--- src/core/port_a_pkg.sv ---
// Constants shared by the port A data block
package port_a_pkg;
  localparam int unsigned PIN_COUNT = 8;
  localparam logic [3:0] PORT_A_DATA_OFFSET = 4'h0;
  localparam logic [7:0] PORT_A_DATA_RESET = 8'h00;
  localparam logic [1:0] MODE_OTHER = 2'h0;
  localparam logic [1:0] MODE_OUTPUT = 2'h1;
  localparam logic [1:0] MODE_IN_PULLUP = 2'h2;
  localparam logic [1:0] MODE_IN_NOPULL = 2'h3;
  localparam logic [31:0] UNMAPPED_READ = 32'h0000_0000;
  typedef enum logic [1:0] {
    BUS_IDLE = 2'b01,
    BUS_ACK = 2'b10
  } bus_state_e;
endpackage : port_a_pkg

--- src/core/port_a_gpio_data.sv ---
// Port A eight-pin data register with Wishbone access
//
// Notes on behaviour
// - An eight-bit read/write data register holds one bit per pin, bit n for pin n.
// - In output or other-function mode a read returns the stored bit, not the pin.
// - In output mode a written bit is stored and driven on the pin.
// - With the upper mode bit set a read returns the pin's sampled level.
// - In other-function and input modes a write only updates the stored bit.
// - Each pin has a pull-up on in mode 1,0 and off in mode 1,1.
// - Mode 0,0 hands the pin to its multiplexed peripheral function.
`timescale 1ns/1ps
module port_a_gpio_data
  import port_a_pkg::*;
(
  input wire logic clk_i,
  input wire logic rst_i,
  input wire logic wb_cyc_i,
  input wire logic wb_stb_i,
  input wire logic wb_we_i,
  input wire logic [3:0] wb_adr_i,
  input wire logic [3:0] wb_sel_i,
  input wire logic [31:0] wb_dat_i,
  output logic [31:0] wb_dat_o,
  output logic wb_ack_o,
  input wire logic [7:0] pin_mode_upper_bit_i,
  input wire logic [7:0] pin_mode_lower_bit_i,
  input wire logic [7:0] pin_level_i,
  output logic [7:0] pin_out_o,
  output logic [7:0] pin_oe_o,
  output logic [7:0] pullup_en_o,
  input wire logic [7:0] alt_out_i,
  input wire logic [7:0] alt_oe_i,
  output logic [7:0] alt_in_o
);
  ////////////////////////////////////////////////////////////////////////////
  // Bus decode
  logic [7:0] port_a_data_reg_q;
  logic [7:0] port_a_data_reg_d;
  logic [31:0] rdata_q;
  logic [7:0] read_bits;
  wire take;
  wire hit = (wb_adr_i == PORT_A_DATA_OFFSET);
  wire wr_en = take && wb_we_i && hit && wb_sel_i[0];
  wire [31:0] rdata_d = hit ? {24'h000000, read_bits} : UNMAPPED_READ;

  wb_regslave u_bus (
    .clk_i(clk_i),
    .rst_i(rst_i),
    .cyc_i(wb_cyc_i),
    .stb_i(wb_stb_i),
    .ack_o(wb_ack_o),
    .take_o(take)
  );

  ////////////////////////////////////////////////////////////////////////////
  // Data register
  assign port_a_data_reg_d = wr_en ? wb_dat_i[7:0] : port_a_data_reg_q;
  assign wb_dat_o = rdata_q;

  always_ff @(posedge clk_i) begin
    if (rst_i) begin
      port_a_data_reg_q <= PORT_A_DATA_RESET;
      rdata_q <= UNMAPPED_READ;
    end else begin
      port_a_data_reg_q <= port_a_data_reg_d;
      rdata_q <= take ? rdata_d : UNMAPPED_READ;
    end
  end

  ////////////////////////////////////////////////////////////////////////////
  // Pins
  genvar n;
  generate
    for (n = 0; n < PIN_COUNT; n++) begin : g_pin
      pin_cell u_cell (
        .clk_i(clk_i),
        .rst_i(rst_i),
        .mode_i({pin_mode_upper_bit_i[n], pin_mode_lower_bit_i[n]}),
        .data_bit_i(port_a_data_reg_d[n]),
        .pin_level_i(pin_level_i[n]),
        .alt_out_i(alt_out_i[n]),
        .alt_oe_i(alt_oe_i[n]),
        .read_bit_o(read_bits[n]),
        .pin_out_o(pin_out_o[n]),
        .pin_oe_o(pin_oe_o[n]),
        .pullup_en_o(pullup_en_o[n]),
        .alt_in_o(alt_in_o[n])
      );
    end
  endgenerate

  ////////////////////////////////////////////////////////////////////////////
  // Checks
  AST_RESET_CLEAR: assert property (@(posedge clk_i)
    rst_i |=> port_a_data_reg_q == 8'h00)
    else $error("data not cleared by reset");
  AST_WRITE_STORE: assert property (@(posedge clk_i) disable iff (rst_i)
    wr_en |=> port_a_data_reg_q == $past(wb_dat_i[7:0]))
    else $error("write not stored");
  AST_HOLD: assert property (@(posedge clk_i) disable iff (rst_i)
    !wr_en |=> $stable(port_a_data_reg_q))
    else $error("data changed without write");
  AST_READ_INPUT: assert property (@(posedge clk_i) disable iff (rst_i)
    take && !wb_we_i && hit |=> wb_ack_o &&
    wb_dat_o[7:0] == (($past(pin_mode_upper_bit_i) & $past(pin_level_i)) |
    (~$past(pin_mode_upper_bit_i) & $past(port_a_data_reg_q))))
    else $error("read data wrong for mode");
  AST_DRIVE_OUT: assert property (@(posedge clk_i) disable iff (rst_i)
    (~pin_mode_upper_bit_i[0] & pin_mode_lower_bit_i[0]) ##1 !$past(rst_i)
    |-> pin_oe_o[0] && pin_out_o[0] == port_a_data_reg_q[0])
    else $error("output mode pin not driven with data");
  AST_ALT_PASS: assert property (@(posedge clk_i) disable iff (rst_i)
    !pin_mode_upper_bit_i[1] && !pin_mode_lower_bit_i[1] ##1 !$past(rst_i)
    |-> pin_oe_o[1] == $past(alt_oe_i[1]) && pin_out_o[1] == $past(alt_out_i[1]))
    else $error("other function not passed to pin");
  AST_ACK_PULSE: assert property (@(posedge clk_i) disable iff (rst_i)
    wb_ack_o |=> !wb_ack_o)
    else $error("ack longer than one cycle");
  AST_UPPER_ZERO: assert property (@(posedge clk_i) disable iff (rst_i)
    wb_ack_o |-> wb_dat_o[31:8] == 24'h000000)
    else $error("upper read bits not zero");
endmodule : port_a_gpio_data

--- src/core/pin_cell.sv ---
// One port pin: mode decode, drive, pull-up and read selection
`timescale 1ns/1ps
module pin_cell
  import port_a_pkg::*;
(
  input wire logic clk_i,
  input wire logic rst_i,
  input wire logic [1:0] mode_i,
  input wire logic data_bit_i,
  input wire logic pin_level_i,
  input wire logic alt_out_i,
  input wire logic alt_oe_i,
  output logic read_bit_o,
  output logic pin_out_o,
  output logic pin_oe_o,
  output logic pullup_en_o,
  output logic alt_in_o
);
  wire is_output = (mode_i == MODE_OUTPUT);
  wire is_other = (mode_i == MODE_OTHER);
  wire is_input = mode_i[1];
  wire out_d = is_other ? alt_out_i : data_bit_i;
  wire oe_d = is_other ? alt_oe_i : is_output;
  wire pull_d = (mode_i == MODE_IN_PULLUP);

  // Pin level is synchronous to clk_i; read select is combinational
  assign read_bit_o = is_input ? pin_level_i : data_bit_i;

  always_ff @(posedge clk_i) begin
    if (rst_i) begin
      pin_out_o <= 1'b0;
      pin_oe_o <= 1'b0;
      pullup_en_o <= 1'b0;
      alt_in_o <= 1'b0;
    end else begin
      pin_out_o <= out_d;
      pin_oe_o <= oe_d;
      pullup_en_o <= pull_d;
      alt_in_o <= pin_level_i;
    end
  end

  AST_PULLUP: assert property (@(posedge clk_i) disable iff (rst_i)
    ##1 !$past(rst_i) |-> pullup_en_o == ($past(mode_i) == MODE_IN_PULLUP))
    else $error("pull-up does not follow mode");
  AST_NODRIVE_IN: assert property (@(posedge clk_i) disable iff (rst_i)
    is_input ##1 !$past(rst_i) |-> !pin_oe_o)
    else $error("pin driven in input mode");
endmodule : pin_cell

--- src/core/wb_regslave.sv ---
// Classic Wishbone slave handshake with one-cycle ack
`timescale 1ns/1ps
module wb_regslave
  import port_a_pkg::*;
(
  input wire logic clk_i,
  input wire logic rst_i,
  input wire logic cyc_i,
  input wire logic stb_i,
  output logic ack_o,
  output logic take_o
);
  bus_state_e state_q;
  bus_state_e state_d;

  // Take once per request, then ack and drop for a cycle
  assign take_o = (state_q == BUS_IDLE) && cyc_i && stb_i;
  always_comb begin
    state_d = state_q;
    unique case (state_q)
      BUS_IDLE: if (take_o) state_d = BUS_ACK;
      BUS_ACK: state_d = BUS_IDLE;
      default: state_d = BUS_IDLE;
    endcase
  end

  always_ff @(posedge clk_i) begin
    if (rst_i) begin
      state_q <= BUS_IDLE;
      ack_o <= 1'b0;
    end else begin
      state_q <= state_d;
      ack_o <= take_o;
    end
  end
endmodule : wb_regslave

--- config.mk ---
export PLATFORM = sky130hd
export DESIGN_NAME = port_a_gpio_data
export DESIGN_NICKNAME = d
export VERILOG_FILES = /design/src/core/port_a_pkg.sv /design/src/core/port_a_gpio_data.sv /design/src/core/pin_cell.sv /design/src/core/wb_regslave.sv
export SDC_FILE = /design/constraint.sdc
export NUM_CORES = 1
export LEC_CHECK = 0
export ABC_CLOCK_PERIOD_IN_PS = 1800
export BUFFER_PORTS_ARGS = -buffer_cell sky130_fd_sc_hd__buf_2
export CAP_MARGIN = 20
export CELL_PAD_IN_SITES_DETAIL_PLACEMENT = 0
export CELL_PAD_IN_SITES_GLOBAL_PLACEMENT = 1
export CORE_UTILIZATION = 30
export CTS_BUF_LIST = sky130_fd_sc_hd__clkbuf_8
export DETAILED_ROUTE_END_ITERATION = 6
export PLACE_DENSITY = 0.81
export SYNTH_ARGS = -nofsm -noshare
export SYNTH_HDL_FRONTEND = slang
export SYNTH_SLANG_ARGS = --single-unit
--- constraint.sdc ---
create_clock -name clk_i -period 1.8 [get_ports clk_i]
set_input_delay 0.09 -clock clk_i [delete_from_list [all_inputs] [get_ports clk_i]]
set_output_delay 0.09 -clock clk_i [all_outputs]
set_load 0.02 [all_outputs]
==> out/metrics.yaml <==
routed_wl_mm: 4.83
core-area_um2: 7290
skew_ns: 0.00511
swShare_pct: 26.9
ys_ff_latch: 51
ys_async_sr_fraction_pct: 0
worst_slew_margin_rel_pct: 65.0
hold_start: "pin_level_i[0]"
place_hpwl_mm: 3.42
insertion_delay_ns: 0.30
grt_pass1_wl_mm: 7.11
fill_cells: 773
yosysWarningCount: 0
avgRoutedWirePerCell_um: 11.2
finalSetupViolations: 0
die_area_um2: 7900
synth_area_leaders: "dfxtp_1, buf_4, a311oi_1"
yosys.area.top_type: "dfxtp_1"
root_buffer: "clkbuf_8"
status: "finished, final reports clean"
first_iter_violations: 72
avgSynthCellArea_um2: 9.02
rows: 31
pwr-share-clk_pct: 29.3
p_int_mw: 1.56
startpoint_type: "register"
synth_common_cells: "buf_4, dfxtp_1, nor2_1"
slew_viol_final: 0
layout-drive-gt1-share_pct: 37.2
p_per_area_nw_per_um2: 770
ys_types: 26
synth_edf_count: 0
cts.sinks: 51
end_kind: "register"
synth_cells: 251
yosysMostFrequentCell: "buf_4"
nets: 417
die_h_um: 88.9
grt_pass1_vias: 1590
ant_nets: 0
drv_cap: 0
cts_buffer_depth: 2
pwr-share-comb_pct: 15.9
reg2reg_from: "u_bus.state_q[1]"
fmax_mhz: 702
h-tree-depth: 2
ioPinCount: 150
hold_viol: 0
initial_core_util_pct: 31.1
m1WireLength_mm: 2.03
grt_max_degree: 43
hold_ws_ns: 0.0223
drc: 0
port_buffers: 98
crit_start: "u_bus.state_q[1]"
cts_buffers: 5
fin_crit_sh_pct: 79.2
ys_seq_area_share_pct: 45.1
cp_max_fo: 8
rsz0062_at_grt: "no"
power.static_leakage_nw: 1.28
synth_top_area_share_pct: 45.1
dr_wl_met2_mm: 2.35
finalNonFillerCells: 432
cts.repair.resized: 0
finalSetupTns_ns: 0
worstSetupPathType: "reg -> reg"
top_layer: "met4"
diodes: 0
drt-vias-per-instance: 4.25
arrival_ns: 1.64
ys.flop_type: "dfxtp_1"
path_clk_slew_ns: 0.09
gp_congestion: 0.693
post-place-cells: 408
synthesis.area_um2: 2260
crit_required_ns: 2.01
antenna_found_initial: 0
p_seq_share_pct: 54.8
peakVddDrop_mv: 0.232
vias: 1837
finalPower_mw: 2.14
worst_pin_slew_ns: 0.524
p_sw_uw: 576
wl_met3_um: 399
layout_min_cycle_time_ns: 1.43
synthToLayoutAreaGrowth_pct: 22.5
dr.pass1.iters: 4
die_w_um: 88.9
grt-ovfl-total: 0
hold_class: "in -> reg"
grt_use_total_pct: 11.8
cts_tree: "built"
cells by family after synthesis:
kind of cell / Yosys count / share of synthesized area (%)
AOI/OAI and AO/OA: 40 / 12.9
other: 1 / 0.166
DFF: 51 / 45.1
and+or+nand+nor: 81 / 18.8
buffers and inverters: 78 / 23.0
worst paths after layout:
check                                  end  slack (ns)  cells past startpoint
setup / recovery               wb_dat_o[2]        0.37                      3
hold / removal    g_pin[0].u_cell.alt_in_o        0.02                      2
setup reg to reg               wb_dat_o[2]        0.37                      3
hold reg to reg       port_a_data_reg_q[0]        0.50                      2
placed cells by master, fill, tap and decap left out, drive strengths merged:
| master | n |
|---|---|
| nor4 | 1 |
| nand3 | 8 |
| and4b | 1 |
| nand4 | 8 |
| or2 | 8 |
| inv | 10 |
| clkbuf | 5 |
| dlygate4sd3 | 16 |
| buf | 104 |
| nor3 | 16 |
| o21ai | 8 |
| o31ai | 8 |
| nor2 | 26 |
| nand2 | 1 |
| a21oi | 8 |
| conb | 24 |
| clkinvlp | 1 |
| a311oi | 16 |
| or4 | 1 |
| or3 | 1 |
| and2 | 1 |
| dfxtp | 51 |
| clkinv | 1 |
| nand4b | 1 |
| nor2b | 8 |
per-stage QoR:
stage	instance area, µm²	util (%)	setup WS (ns)
final	2780	38.1	0.375
after global routing	2780	38.1	0.310
after CTS	2780	38.1	0.296
after detailed placement	2530	34.7	0.150
after global placement	2530	34.7	0.179
after floorplan	2350	-	0.310
routing by layer:
metal / up-vias / track usage (%)
met5: - / 0
met4: 0 / 3.52
met3: 6 / 3.64
met2: 77 / 21.0
met1: 805 / 13.4
li1: 949 / -
power by group through the flow:
| stage | Combinational [mW] | Clock, mW | Sequential [mW] |
|---|---|---|---|
| 2_1_floorplan | 0.265 | 0 | 1.20 |
| 3_3_place_gp | 0.311 | 0 | 1.20 |
| 3_5_place_dp | 0.313 | 0 | 1.20 |
| 4_1_cts | 0.340 | 0.670 | 1.17 |
| 5_1_grt | 0.372 | 0.708 | 1.18 |
| 6_report | 0.339 | 0.626 | 1.17 |
registers in the layout, indices dropped and copies added, names as in the netlist:
register                  cells
u_bus.ack_o                   1
port_a_data_reg_q             8
g_pin.u_cell.pin_out_o        8
g_pin.u_cell.pin_oe_o         8
g_pin.u_cell.pullup_en_o      8
g_pin.u_cell.alt_in_o         8
wb_dat_o                      8
u_bus.state_q                 2
repair_timing:
action / 4_1_cts / 5_1_grt
endpoints found under the hold margin: 16 / 0
hold buffers: 16 / 0
setup buffers: 0 / 0
area by class of cell:
cell class / instances / area, µm² / share of cell area [%]
Sequential cell: 51 / 1020 / 36.8
Multi-Input combinational cell: 145 / 816 / 29.4
Timing Repair Buffer: 120 / 696 / 25.1
Tap cell: 99 / 124 / 4.46
Clock buffer: 5 / 68.8 / 2.48
Inverter: 9 / 33.8 / 1.22
Clock inverter: 3 / 16.3 / 0.586
critical path: stages (launching register included):
cell and delay, ns:
dfxtp_1 0.31, nand4b_2 0.21, or3_1 0.54, a311oi_2 0.28
Note: power is estimated with default switching activity, not from simulation.
